`config.mk`:
```
export PLATFORM = sky130hd
export DESIGN_NAME = aisu_top
export DESIGN_NICKNAME = d
export VERILOG_FILES = /design/src/rtl/aisu_pkg.sv /design/src/rtl/aisu_los_if.sv /design/src/rtl/aisu_top.sv /design/src/rtl/aisu_los_monitor.sv
export VERILOG_INCLUDE_DIRS = /design/src /design/src/rtl
export SDC_FILE = /design/constraint.sdc
export NUM_CORES = 1
export LEC_CHECK = 0
export ABC_CLOCK_PERIOD_IN_PS = 3450
export BUFFER_PORTS_ARGS = -buffer_cell sky130_fd_sc_hd__clkbuf_2
export CAP_MARGIN = 5
export CORE_MARGIN = 2
export CORE_UTILIZATION = 55
export CTS_CLUSTER_DIAMETER = 50
export DETAILED_ROUTE_END_ITERATION = 8
export PLACE_DENSITY_LB_ADDON = 0.08
export SETUP_SLACK_MARGIN = 0.1
export SYNTH_ARGS = -nofsm -noshare
export SYNTH_HDL_FRONTEND = slang
export SYNTH_HIERARCHICAL = 1
export SYNTH_SLANG_ARGS = --single-unit
```
`constraint.sdc`:
```
create_clock -name clock -period 3.45 [get_ports clock]
set_input_delay 0.1725 -clock clock [delete_from_list [all_inputs] [get_ports clock]]
set_output_delay 0.1725 -clock clock [all_outputs]
set_load 0.01 [all_outputs]
```
`src/rtl/aisu_params.svh`:
```
// Register offsets, field positions, reset values and timing counts of the alarm unit
`ifndef AISU_PARAMS_SVH
`define AISU_PARAMS_SVH

// ****************************************************************
// Register offsets
// ****************************************************************
`define AISU_ADDR_W            16
`define AISU_DATA_W            8
`define AISU_OFS_IRQ_ENABLE    16'h00C7
`define AISU_OFS_RSVD_ENABLE   16'h00C8
`define AISU_OFS_IRQ_STATUS    16'h0200
`define AISU_OFS_RSVD_STAT_A   16'h0201
`define AISU_OFS_RSVD_STAT_B   16'h0202
`define AISU_OFS_RSVD_STAT_C   16'h0203
`define AISU_OFS_PA_BUSY       16'h0204

// ****************************************************************
// Field positions
// ****************************************************************
`define AISU_BIT_LOCK_LOSS     6
`define AISU_BIT_HOLDOVER      4
`define AISU_BIT_REF1_LOSS     1
`define AISU_BIT_REF0_LOSS     0
`define AISU_ALARM_MASK        8'h53

// ****************************************************************
// Reset values
// ****************************************************************
`define AISU_ENABLE_RST        8'h00
`define AISU_STATUS_RST        8'h00
`define AISU_RDATA_RST         8'h00

// ****************************************************************
// Loss-of-signal monitor counts
// ****************************************************************
`define AISU_LOS_COUNT_W       17
`define AISU_LOS_MIN_COUNT     17'h00003
`define AISU_NUM_REFS          2
`define AISU_NUM_OUTPUTS       8

`endif

```
`src/rtl/aisu_pkg.sv`:
```
// Types shared by the alarm interrupt status unit
package aisu_pkg;

	// ****************************************************************
	// Loss-of-signal monitor states
	// ****************************************************************
	typedef enum logic [1:0] {
		aisu_mon_watch = 2'b00,
		aisu_mon_lost  = 2'b01
	} aisu_mon_state_t;

	// ****************************************************************
	// Register decode result
	// ****************************************************************
	typedef enum logic [1:0] {
		aisu_sel_none    = 2'b00,
		aisu_sel_enable  = 2'b01,
		aisu_sel_status  = 2'b10,
		aisu_sel_pa_busy = 2'b11
	} aisu_reg_sel_t;

endpackage

```
`src/rtl/aisu_los_if.sv`:
```
// Interface between the alarm unit and one reference loss-of-signal monitor
`timescale 1ns/1ps
`include "aisu_params.svh"

interface aisu_los_if;
	logic                         ref_seen;
	logic                         monitor_tick;
	logic [`AISU_LOS_COUNT_W-1:0] limit;
	logic                         alarm;

	modport monitor (
		input  ref_seen,
		input  monitor_tick,
		input  limit,
		output alarm
	);

	modport owner (
		output ref_seen,
		output monitor_tick,
		output limit,
		input  alarm
	);
endinterface

```
`src/rtl/aisu_top.sv`:
```
// Alarm interrupt enable, sticky status and phase-adjust busy registers
//
// Contract
// - Enable bits 6,4,1,0 gate lock loss, holdover, ref1 and ref0 onto the pin.
// - Any alarm sets its status bit regardless of its enable bit.
// - Status bits stay set after the alarm condition goes away.
// - A status bit clears only when the host writes one to it.
// - Status bit 6 records any lock-loss alarm since last cleared.
// - Status bit 4 records any holdover alarm since last cleared.
// - Status bits 1 and 0 record loss of signal on reference 1 and 0.
// - Busy register shows one bit per output while phase adjustment runs.
// - Interrupt pin driven low while any enabled status bit is set.
// - Reference alarm after programmed missed periods; count never below three.
`timescale 1ns/1ps
`include "aisu_params.svh"

module aisu_top
(
	// Clock, reset and enable
	input  wire logic                         clock,
	input  wire logic                         rstn,
	input  wire logic                         clk_en,
	// Register port from the serial configuration engine
	input  wire logic [`AISU_ADDR_W-1:0]      reg_addr,
	input  wire logic                         reg_wr_en,
	input  wire logic                         reg_rd_en,
	input  wire logic [`AISU_DATA_W-1:0]      reg_wdata,
	output logic      [`AISU_DATA_W-1:0]      reg_rdata,
	// PLL alarm sources
	input  wire logic                         lock_loss_alarm,
	input  wire logic                         holdover_alarm,
	// Reference monitors
	input  wire logic [`AISU_NUM_REFS-1:0]    ref_seen,
	input  wire logic                         monitor_tick,
	input  wire logic [`AISU_LOS_COUNT_W-1:0] ref0_missing_period_count,
	input  wire logic [`AISU_LOS_COUNT_W-1:0] ref1_missing_period_count,
	output logic      [`AISU_NUM_REFS-1:0]    ref_signal_loss,
	// Phase-adjust engine
	input  wire logic [`AISU_NUM_OUTPUTS-1:0] phase_adjust_in_progress,
	// Open-drain interrupt pin
	output logic                              interrupt_request_n_out,
	output logic                              interrupt_request_n_oe,
	output logic                              irq_active
);

	// ****************************************************************
	// Declarations
	// ****************************************************************
	logic [`AISU_DATA_W-1:0]   alarm_irq_enable;
	logic [`AISU_DATA_W-1:0]   alarm_irq_status;
	logic [`AISU_DATA_W-1:0]   next_status;
	logic [`AISU_DATA_W-1:0]   set_vec;
	logic [`AISU_DATA_W-1:0]   clr_vec;
	logic [`AISU_NUM_REFS-1:0] los_alarm;
	aisu_pkg::aisu_reg_sel_t   wr_sel;
	aisu_pkg::aisu_reg_sel_t   rd_sel;

	// ****************************************************************
	// Helpers
	// ****************************************************************
	function automatic aisu_pkg::aisu_reg_sel_t decode(input logic [`AISU_ADDR_W-1:0] addr);
		aisu_pkg::aisu_reg_sel_t sel;
		sel = aisu_pkg::aisu_sel_none;
		if (addr == `AISU_OFS_IRQ_ENABLE)
			sel = aisu_pkg::aisu_sel_enable;
		else if (addr == `AISU_OFS_IRQ_STATUS)
			sel = aisu_pkg::aisu_sel_status;
		else if (addr == `AISU_OFS_PA_BUSY)
			sel = aisu_pkg::aisu_sel_pa_busy;
		return sel;
	endfunction

	// Set takes priority so an alarm in the clearing cycle survives
	function automatic logic sticky_next(input logic cur, input logic set, input logic clr);
		return set | (cur & ~clr);
	endfunction

	assign wr_sel = decode(reg_addr);
	assign rd_sel = wr_sel;

	// ****************************************************************
	// Reference loss-of-signal monitors
	// ****************************************************************
	aisu_los_if los_link [`AISU_NUM_REFS] ();

	assign los_link[0].ref_seen     = ref_seen[0];
	assign los_link[0].monitor_tick = monitor_tick;
	assign los_link[0].limit        = ref0_missing_period_count;
	assign los_link[1].ref_seen     = ref_seen[1];
	assign los_link[1].monitor_tick = monitor_tick;
	assign los_link[1].limit        = ref1_missing_period_count;
	assign los_alarm[0]             = los_link[0].alarm;
	assign los_alarm[1]             = los_link[1].alarm;
	assign ref_signal_loss          = los_alarm;

	aisu_los_monitor u_los0
	(
		.clock  (clock),
		.rstn   (rstn),
		.clk_en (clk_en),
		.mon    (los_link[0])
	);

	aisu_los_monitor u_los1
	(
		.clock  (clock),
		.rstn   (rstn),
		.clk_en (clk_en),
		.mon    (los_link[1])
	);

	// ****************************************************************
	// Enable register
	// ****************************************************************
	always_ff @(posedge clock or negedge rstn)
	begin
		if (!rstn)
			alarm_irq_enable <= `AISU_ENABLE_RST;
		else if (clk_en && reg_wr_en && wr_sel == aisu_pkg::aisu_sel_enable)
			alarm_irq_enable <= reg_wdata & `AISU_ALARM_MASK;
	end

	// ****************************************************************
	// Sticky status register
	// ****************************************************************
	always_comb
	begin
		set_vec                      = 8'h00;
		set_vec[`AISU_BIT_LOCK_LOSS] = lock_loss_alarm;
		set_vec[`AISU_BIT_HOLDOVER]  = holdover_alarm;
		set_vec[`AISU_BIT_REF1_LOSS] = los_alarm[1];
		set_vec[`AISU_BIT_REF0_LOSS] = los_alarm[0];
	end

	// Zeros and reserved bits in the write leave the status alone
	assign clr_vec = (reg_wr_en && wr_sel == aisu_pkg::aisu_sel_status) ?
		(reg_wdata & `AISU_ALARM_MASK) : 8'h00;

	always_comb
	begin
		next_status = 8'h00;
		for (int i = 0; i < `AISU_DATA_W; i++)
			next_status[i] = sticky_next(alarm_irq_status[i], set_vec[i], clr_vec[i]);
		next_status = next_status & `AISU_ALARM_MASK;
	end

	always_ff @(posedge clock or negedge rstn)
	begin
		if (!rstn)
			alarm_irq_status <= `AISU_STATUS_RST;
		else if (clk_en)
			alarm_irq_status <= next_status;
	end

	// ****************************************************************
	// Read data
	// ****************************************************************
	always_ff @(posedge clock or negedge rstn)
	begin
		if (!rstn)
			reg_rdata <= `AISU_RDATA_RST;
		else if (clk_en && reg_rd_en)
		begin
			unique case (rd_sel)
				aisu_pkg::aisu_sel_enable:  reg_rdata <= alarm_irq_enable;
				aisu_pkg::aisu_sel_status:  reg_rdata <= alarm_irq_status;
				aisu_pkg::aisu_sel_pa_busy: reg_rdata <= phase_adjust_in_progress;
				aisu_pkg::aisu_sel_none:    reg_rdata <= 8'h00;
			endcase
		end
	end

	// ****************************************************************
	// Interrupt pin
	// ****************************************************************
	// Open drain: only ever pulls low, released by dropping the enable
	assign irq_active              = |(alarm_irq_status & alarm_irq_enable);
	assign interrupt_request_n_out = 1'b0;
	assign interrupt_request_n_oe  = irq_active;
endmodule // aisu_top

```
`src/rtl/aisu_los_monitor.sv`:
```
// Loss-of-signal monitor for one input reference
`timescale 1ns/1ps
`include "aisu_params.svh"

module aisu_los_monitor
(
	// Clock and reset
	input  wire logic        clock,
	input  wire logic        rstn,
	input  wire logic        clk_en,
	// Monitor link
	aisu_los_if.monitor      mon
);

	aisu_pkg::aisu_mon_state_t    state;
	logic [`AISU_LOS_COUNT_W-1:0] missed;
	logic [`AISU_LOS_COUNT_W-1:0] eff_limit;
	logic                         reached;

	// Settings below the floor would flag a healthy reference
	assign eff_limit = (mon.limit < `AISU_LOS_MIN_COUNT) ? `AISU_LOS_MIN_COUNT : mon.limit;
	assign reached   = mon.monitor_tick && (missed + 17'h00001 >= eff_limit);

	// ****************************************************************
	// Missed-period counter
	// ****************************************************************
	always_ff @(posedge clock or negedge rstn)
	begin
		if (!rstn)
			missed <= 17'h00000;
		else if (clk_en)
		begin
			if (mon.ref_seen)
				missed <= 17'h00000;
			else if (mon.monitor_tick && missed != 17'h1FFFF)
				missed <= missed + 17'h00001;
		end
	end

	// ****************************************************************
	// Alarm state
	// ****************************************************************
	always_ff @(posedge clock or negedge rstn)
	begin
		if (!rstn)
			state <= aisu_pkg::aisu_mon_watch;
		else if (clk_en)
		begin
			unique case (state)
				aisu_pkg::aisu_mon_watch:
					if (!mon.ref_seen && reached)
						state <= aisu_pkg::aisu_mon_lost;
				aisu_pkg::aisu_mon_lost:
					if (mon.ref_seen)
						state <= aisu_pkg::aisu_mon_watch;
				default:
					state <= aisu_pkg::aisu_mon_watch;
			endcase
		end
	end

	assign mon.alarm = (state == aisu_pkg::aisu_mon_lost);
endmodule // aisu_los_monitor

```
==> results.txt, run 1 <==
Final net count = 629
Synthesized net count = 554
Ys Warns = 6
CTS root buf = clkbuf_8
Multi-input gate area = 2420 um^2
Maxcap violations = 0
Sink Count = 52
# Post-CTS Setup Buffers = 0
Clock Pin Slew Worst Setup and Hold Paths = 0.10 ns
CTS tree = built
IO Pins = 89
Later-pin clock latency in the skew report = 0.30 ns
Global-route wire length before repair = 15700 um
Post-Syn Area = 3980 um^2
# diodes = 0
Antenna Violating Nets Remaining = 0
Cells on worst reg2reg path = 11
Tot GR Track Use = 25.0%
Clock skew = 0.00426 ns
Largest net degree at the start of global routing = 34
Worst min-delay path category = input pin to register
Hold Fails Final Rpt = 0
WHS Path Cells = 2
Leak = 2.22 nW
Post-synth top area share = 32.7%
Asr flop ratio synth = 100%
Area occupied by registers = 1300 um^2
Layout Cells excl Fill = 615
DRC viols = 0
GR Util met2 = 43.3%
Period Utilization, post-route = 89.7%
Slew HR = 42.4%
Unique cell type count in the Yosys netlist = 57
Std cell rows = 31
Initial Util = 55.8%
Slew @ Worst Pin = 0.856 ns
Die H = 89.1 um
Cell with the most instances after synthesis = dfrtp_1
WL/cell = 15.5 um
Largest area contributor in the netlist = dfrtp_1
Synth top area cells = dfrtp_1 33%, ha_1 12%, xnor2_1 5.1%
Crit path time final = 3.09 ns
#FFs+latches synth = 52
Post-synth top cells = 52 x dfrtp_1, 40 x nand2_1, 38 x ha_1
FILL cells = 674
RD Place Congestion = 0.909
Worst-path fanout max = 6
TritonCTS Buffers = 5
Post-Syn Instances = 440
Placed Instances = 606
F_max = 323 MHz
Starting DRC count in detailed routing = 159
Setup ws final = 0.355 ns
DR pass1 iterations = 4
Fraction of layout cells with a size suffix above 1 = 23.8%
Initial antenna violation count = 0
EDFF count, synth = 0
CP endpoint kind = register
Pwr/cell area = 272 nW/um^2
Post-CTS Resized = 0
Setup violations, final = 0
Crit start category = register
# port buffers = 83
Vias per Instance = 5.92
Outcome = complete, no violations
Met1 Use GR = 33.1%
Busiest layer in global routing = met2
Pre-CTS WS = 0.393 ns
Top FF cell, synth = dfrtp_1
Total power = 1.24 mW
Critical Path AT = 3.31 ns
Die area = 7940 um^2
RSZ-0062 raised after global routing = false
Required @ worst endpoint = 3.67 ns
Met3 usage = 2.95%
Setup TNS = 0 ns
Synth-to-Final Area Change = 14.6%
Peak supply drop = 0.000158 V
CTS Hold Bufs = 1
Vias in the first global route = 3441
Worst Path Class, Setup = register to register
H-tree levels = 2
Core area = 7140 um^2
GRT overflow = 0
Hpwl dp = 7500 um
Slew Limit Fails = 0
Register area share after synthesis = 32.7%
Die width = 89.1 um
Syn avg cell area = 9.05 um^2
DR vias = 3638
Clk buf depth = 2
DRT Wirelength = 9550 um
worst max-delay path, cell delays in order, from the launching register on:
cell and delay [ns]:
dfrtp_1 0.43, ha_1 0.22, and4_1 0.35, and2_1 0.23
nand3_1 0.13, nor2_1 0.16, ha_1 0.26, ha_1 0.31
nand2_1 0.07, or4_4 0.48, or2_0 0.23, o221ai_1 0.14
state kept, by name, summed over array words and instances (netlist names):
name and cells:
alarm_irq_status 4, reg_rdata 8, u_los1/missed 17, u_los0/missed 17, u_los0/state 1, alarm_irq_enable 4, u_los1/state 1
logic make-up after synthesis:
family / after synthesis / synth area share (%)
mux: 8 / 2.64
xor+xnor: 28 / 6.16
other cells: 1 / 0.0942
compound gates: 117 / 20.0
flops: 52 / 32.7
fa+ha+maj: 38 / 11.9
buf+inv: 59 / 6.57
simple gates: 137 / 19.9
power by group:
part | internal [mW] | switching (mW)
registers | 0.621 | 0.0136
clock network | 0.215 | 0.204
logic | 0.0843 | 0.106
total | 0.920 | 0.323
cells in the final DEF, fill, tap and decap left out, drive strengths merged, types with 2 or more instances in the layout:
master   synthesis  routed
inv             37      37
clkbuf           6      88
and3             4       4
nand4           17      17
nand2           40      40
nor4            15      15
a21o             3       3
and4             5       5
a21oi           18      18
xnor2           23      23
nand4bb          2       2
a211oi           5       5
nand3           11      11
nand4b           5       5
mux2             8       8
nor2            12      12
a22oi            6       6
o21a             2       2
a41oi            4       4
or2              4       4
buf             16       6
ha              38      38
and2             4       4
a22o            23      23
a31oi           15      15
nor2b            2       2
a31o             3       3
xor2             5       5
dfrtp           52      52
o31ai            6       6
or4              5       5
nor3             9       9
o21ai           26      26
o221ai           2       2
final timing paths:
path	startpoint	end	slack (ns)
setup / recovery	u_los1/missed[0]	u_los1/state[0]	0.36
min in group asynchronous	rstn	u_los1/missed[7]	0.52
hold reg to reg	u_los1/missed[15]	u_los1/missed[15]	0.50
max in group asynchronous	rstn	reg_rdata[4]	2.15
hold / removal	phase_adjust_in_progress[3]	reg_rdata[3]	0.09
setup reg to reg	u_los1/missed[0]	u_los1/state[0]	0.36
layout make-up:
| type | count | share of cell area (%) |
|---|---|---|
| multi-input cells | 329 | 53.0 |
| flip-flops and latches | 52 | 28.5 |
| repair buffers | 90 | 10.3 |
| inverters | 37 | 3.04 |
| well taps | 99 | 2.71 |
| clock buffers | 5 | 1.51 |
| clock inverters | 3 | 0.932 |
stage by stage:
| stage | hold slack [ns] | instance area, um^2 | utilization [%] |
|---|---|---|---|
| finish | 0.0873 | 4560 | 64.0 |
| global route | 0.0750 | 4560 | 64.0 |
| CTS | 0.0860 | 4560 | 64.0 |
| detailed placement | 0.312 | 4440 | 62.3 |
| global placement | 0.310 | 4440 | 62.3 |
| floorplan | -0.123 | 3980 | - |
metal layers:
metal / vias to the layer above / part of all wire, % / wire length, um
li1: 1793 / - / -
met1: 1738 / 45 / 4310
met2: 97 / 49 / 4700
met3: 10 / 4.6 / 436
met4: 0 / 1.1 / 105
met5: - / 0 / 0
(Power assumes the default switching activity.)
==> inputs of run 2 (changes only) <==
--- a/config.mk
+++ b/config.mk
@@ -6,7 +6,7 @@
 export SDC_FILE = /design/constraint.sdc
 export NUM_CORES = 1
 export LEC_CHECK = 0
-export ABC_CLOCK_PERIOD_IN_PS = 3450
+export ABC_CLOCK_PERIOD_IN_PS = 3090
 export BUFFER_PORTS_ARGS = -buffer_cell sky130_fd_sc_hd__clkbuf_2
 export CAP_MARGIN = 5
 export CORE_MARGIN = 2
==> constraint.sdc (replaced) <==
create_clock -name clock -period 3.09 [get_ports clock]
set_input_delay 0.1545 -clock clock [delete_from_list [all_inputs] [get_ports clock]]
set_output_delay 0.1545 -clock clock [all_outputs]
set_load 0.01 [all_outputs]
==> results.txt, run 2 (synthesized netlist as in run 1, its figures left out) <==
Leak = 2.23 nW
H-tree levels = 2
Period Utilization, post-route = 92.7%
Crit path time final = 2.86 ns
Later-pin clock latency in the skew report = 0.30 ns
Crit start category = register
Slew Limit Fails = 0
Setup ws final = 0.227 ns
Register-to-Register Setup Slack = 0.23 ns
Hold_ws = -0.0348 ns
Fraction of layout cells with a size suffix above 1 = 26.3%
Switching Share = 27.4%
Die area = 7940 um^2
Clock Pin Slew Worst Setup and Hold Paths = 0.10 ns
Tot GR Track Use = 23.9%
Worst min-delay path category = input pin to async pin
Critical Path AT = 3.08 ns
Crit path to = u_los1/state[0]
Internal = 0.942 mW
Placed inst area = 4490 um^2
Worst-path fanout max = 5
Sw Pwr = 0.356 mW
Global-route wire length before repair = 14900 um
Clk buf depth = 2
Slew HR = 38.9%
Maxcap violations = 0
CTS Hold Bufs = 0
Vias in the first global route = 3327
Worst R2R Start = u_los1/missed[0]
R2R Path End = u_los1/state[0]
Seq pwr share = 54.5%
Required @ worst endpoint = 3.31 ns
TritonCTS Buffers = 5
# port buffers = 83
Starting DRC count in detailed routing = 149
Core area = 7140 um^2
Antenna Violating Nets Remaining = 0
DRT Wirelength = 9640 um
DR vias = 3608
CTS tree = built
RD Place Congestion = 0.911
Setup TNS = 0 ns
Hpwl dp = 7430 um
Finished Cell Area = 4600 um^2
Commonest non-fill, non-tap cell in the layout = clkbuf_2
Outcome = finished, violations left
Die H = 89.1 um
Largest net degree at the start of global routing = 37
Worst Path Class, Setup = register to register
DR pass1 iterations = 4
IO Pins = 89
Pre-CTS WS = 0.160 ns
Setup violations, final = 0
Die width = 89.1 um
Peak supply drop = 0.000213 V
Failing checks = negative hold slack
Most frequent cells in the layout = 83 x clkbuf_2, 50 x dfrtp_1, 40 x nand2_1
Biggest regs = u_los0/missed: 17 flops, u_los1/missed: 17 flops, reg_rdata: 8 flops
Initial antenna violation count = 0
Power share of the clock group = 29.1%
Cells on worst reg2reg path = 11
Hold Fails Final Rpt = 35
Final net count = 635
CP Launch Point = u_los1/missed[0]
Pwr/cell area = 282 nW/um^2
DRC viols = 0
Std cell rows = 31
WL/cell = 15.6 um
Sink Count = 52
CP endpoint kind = register
Initial Util = 55.8%
F_max = 349 MHz
# diodes = 0
Clock skew = 0.00627 ns
Vias per Instance = 5.82
Combinational share of power = 16.4%
GRT overflow = 0
RSZ-0062 raised after global routing = true
Slew @ Worst Pin = 0.916 ns
CTS root buf = clkbuf_8
Synth-to-Final Area Change = 15.4%
-- run 2: cell count changes in the layout (fill, tap and decap cells not counted), sizes merged --
cell,delta
buf,+7
bufinv,-1
dlygate4sd3,-1
-- run 2: critical path, stage by stage (launching register included) --
cell	delay (ns)
dfrtp_1	0.43
ha_2	0.23
and4_4	0.24
and2_4	0.16
nand3_1	0.11
nor2_1	0.14
ha_1	0.26
ha_1	0.31
nand2_1	0.07
or4_4	0.48
or2_0	0.23
o221ai_1	0.14
-- run 2: worst min path at each step --
stage | cells after the start | start | end
2_1_floorplan | 0 | rstn | alarm_irq_enable[0]
3_5_place_dp | 1 | rstn | u_los1/missed[8]
3_3_place_gp | 1 | rstn | u_los1/missed[8]
4_1_cts | 1 | rstn | u_los1/missed[8]
5_1_grt | 1 | rstn | u_los1/missed[9]
6_report | 1 | rstn | u_los1/missed[10]
-- run 2: layout make-up --
class,count,area (um^2)
Fill cell,669,2540
Multi-Input combinational cell,329,2430
Sequential cell,52,1300
Timing Repair Buffer,96,513
Inverter,37,139
Tap cell,99,124
Clock buffer,5,68.8
Clock inverter,2,12.5
-- run 2: timing repair --
action                                  CTS  global route
hold endpoints to repair                  0             0
endpoints found under the setup margin    0             2
buffers inserted                          0             1
gates resized for setup                   0             8
-- run 2: metrics by stage --
step | power (mW) | cells | utilization [%]
finish | 1.30 | 620 | 64.4
global route | 1.36 | 620 | 64.4
CTS | 1.31 | 619 | 64.0
detailed placement | 0.931 | 612 | 62.9
global placement | 0.924 | 612 | 62.9
floorplan | 0.826 | 440 | -
-- run 2: power by group through the flow --
stage	Clock (mW)	Sequential, mW	Combinational (mW)
final	0.377	0.707	0.213
after global routing	0.414	0.709	0.242
after CTS	0.388	0.707	0.212
after detailed placement	0	0.721	0.210
after global placement	0	0.720	0.204
after floorplan	0	0.717	0.109
-- run 2: layer usage --
layer  routed length, um  global-route usage [%]  vias to the layer above
li1                    -                       -                     1805
met1                4390                    31.1                     1691
met2                4660                    41.7                      100
met3                 472                    3.88                       12
met4                 123                    5.70                        0
met5                   0                       0                        -
==> inputs of run 3 (changes only) <==
--- a/config.mk
+++ b/config.mk
@@ -10,7 +10,7 @@
 export BUFFER_PORTS_ARGS = -buffer_cell sky130_fd_sc_hd__clkbuf_2
 export CAP_MARGIN = 5
 export CORE_MARGIN = 2
-export CORE_UTILIZATION = 55
+export CORE_UTILIZATION = 49
 export CTS_CLUSTER_DIAMETER = 50
 export DETAILED_ROUTE_END_ITERATION = 8
 export PLACE_DENSITY_LB_ADDON = 0.08
==> results.txt, run 3 (synthesized netlist as in run 1, its figures left out) <==
Leak = 2.28 nW
Later-pin clock latency in the skew report = 0.31 ns
Placed Instances = 616
CTS tree = built
Internal = 1.06 mW
Setup violations, final = 0
Register-to-Register Setup Slack = 0.30 ns
F_max = 358 MHz
Slew @ Worst Pin = 0.783 ns
Commonest non-fill, non-tap cell in the layout = clkbuf_2
CP most frequent cell = ha_1
Critical Path AT = 3.02 ns
Hold Fails Final Rpt = 0
RD Place Congestion = 0.863
Most frequent cells in the layout = 83 x clkbuf_2, 51 x dfrtp_1, 40 x nand2_1
Synth-to-Final Area Change = 17.5%
DR vias = 3603
Period Utilization, post-route = 90.4%
Antenna Violating Nets Remaining = 0
Clk buf depth = 2
Global-route wire length before repair = 15000 um
DRC viols = 0
Initial antenna violation count = 0
Worst path slowest cell = or4_4
CP endpoint kind = register
Total power = 1.42 mW
TritonCTS Buffers = 5
Clock skew = 0.0125 ns
Final net count = 639
DR pass1 iterations = 4
IO Pins = 89
Die area = 8860 um^2
Die width = 94.1 um
Crit path time final = 2.79 ns
Setup TNS = 0 ns
Vias per Instance = 5.74
Sw Pwr = 0.356 mW
Initial Util = 51.0%
RSZ-0062 raised after global routing = true
# port buffers = 83
Combinational share of power = 15.7%
Slew Limit Fails = 0
Worst min-delay path category = input pin to register
Peak supply drop = 0.000191 V
Vias in the first global route = 3258
Cell Chain, Critical Path = ha_4 > and4_1 > and2_2 > nand3_1 > nor2_1 > ha_1 > ha_1 > nand2_1 > or4_4 > or2_0 > o221ai_1
# diodes = 0
Seq pwr share = 49.8%
WL/cell = 14.5 um
Std cell rows = 32
Switching Share = 25.1%
Slew HR = 47.4%
Biggest regs = u_los0/missed: 17 flops, u_los1/missed: 17 flops, reg_rdata: 8 flops
GRT overflow = 0
Starting DRC count in detailed routing = 132
Hpwl dp = 7170 um
DRT Wirelength = 9130 um
Layout Cells excl Fill = 628
Clock Pin Slew Worst Setup and Hold Paths = 0.10 ns
Core area = 7810 um^2
Hold_ws = 0.0529 ns
Required @ worst endpoint = 3.32 ns
CTS root buf = clkbuf_8
Maxcap violations = 0
Outcome = complete, no violations
Tot GR Track Use = 21.1%
H-tree levels = 2
Pwr/cell area = 303 nW/um^2
Die H = 94.1 um
Power share of the clock group = 34.5%
Slowest stage delay, CP = 0.48 ns
Worst Path Class, Setup = register to register
Sink Count = 52
Fraction of layout cells with a size suffix above 1 = 26.6%
Largest net degree at the start of global routing = 32
Worst-path fanout max = 4
Crit start category = register
run 3: cell type report:
| class | instances | area [um^2] |
|---|---|---|
| Fill cell | 699 | 3130 |
| Multi-Input combinational cell | 329 | 2440 |
| Sequential cell | 52 | 1300 |
| Timing Repair Buffer | 100 | 546 |
| Inverter | 37 | 139 |
| Tap cell | 102 | 128 |
| Clock buffer | 6 | 82.6 |
| Clock inverter | 2 | 38.8 |
run 3: repair_timing:
item	4_1_cts	5_1_grt
buffers inserted	0	3
pin swaps	0	1
gates resized for setup	1	8
hold buffers	1	0
cloned	0	0
setup endpoints to repair	1	2
hold endpoints to repair	30	0
run 3: power by group through the flow:
stage | clock network (mW) | logic (mW) | registers (mW)
final | 0.488 | 0.222 | 0.706
after floorplan | 0 | 0.109 | 0.717
after global routing | 0.542 | 0.255 | 0.709
after global placement | 0 | 0.206 | 0.719
after detailed placement | 0 | 0.212 | 0.719
after CTS | 0.508 | 0.215 | 0.706
run 3: stage by stage:
step                      worst slack (ns)  cell area, um^2  util (%)
final                                0.296             4680      59.9
after global routing                0.0791             4680      59.9
after CTS                            0.125             4630      59.3
after detailed placement             0.116             4500      57.6
after global placement               0.147             4500      57.6
after floorplan                      0.272             3980         -
run 3: path summary, 6_finish.rpt:
kind | endpoint | depth (start not counted) | startpoint
worst max-delay path | u_los1/state[0] | 11 | u_los1/missed[0]
worst min-delay path | reg_rdata[2] | 2 | phase_adjust_in_progress[2]
worst max register to register | u_los1/state[0] | 11 | u_los1/missed[0]
worst min register to register | u_los1/missed[15] | 1 | u_los1/missed[15]
max in group asynchronous | u_los1/missed[11] | 3 | rstn
min in group asynchronous | u_los0/missed[12] | 2 | rstn
run 3: per-layer routing:
layer  track usage, %  wire length [um]
met1             29.6              4330
met2             34.7              4280
met3             2.41               369
met4             5.56               142
met5                0                 0
run 3: critical path, delay by kind of cell, from the launching register on:
kind | cells | cell delay [ns]
and+or+nand+nor | 7 | 1.36
adders and majority gates | 3 | 0.78
DFF | 1 | 0.44
AOI/OAI and AO/OA | 1 | 0.15
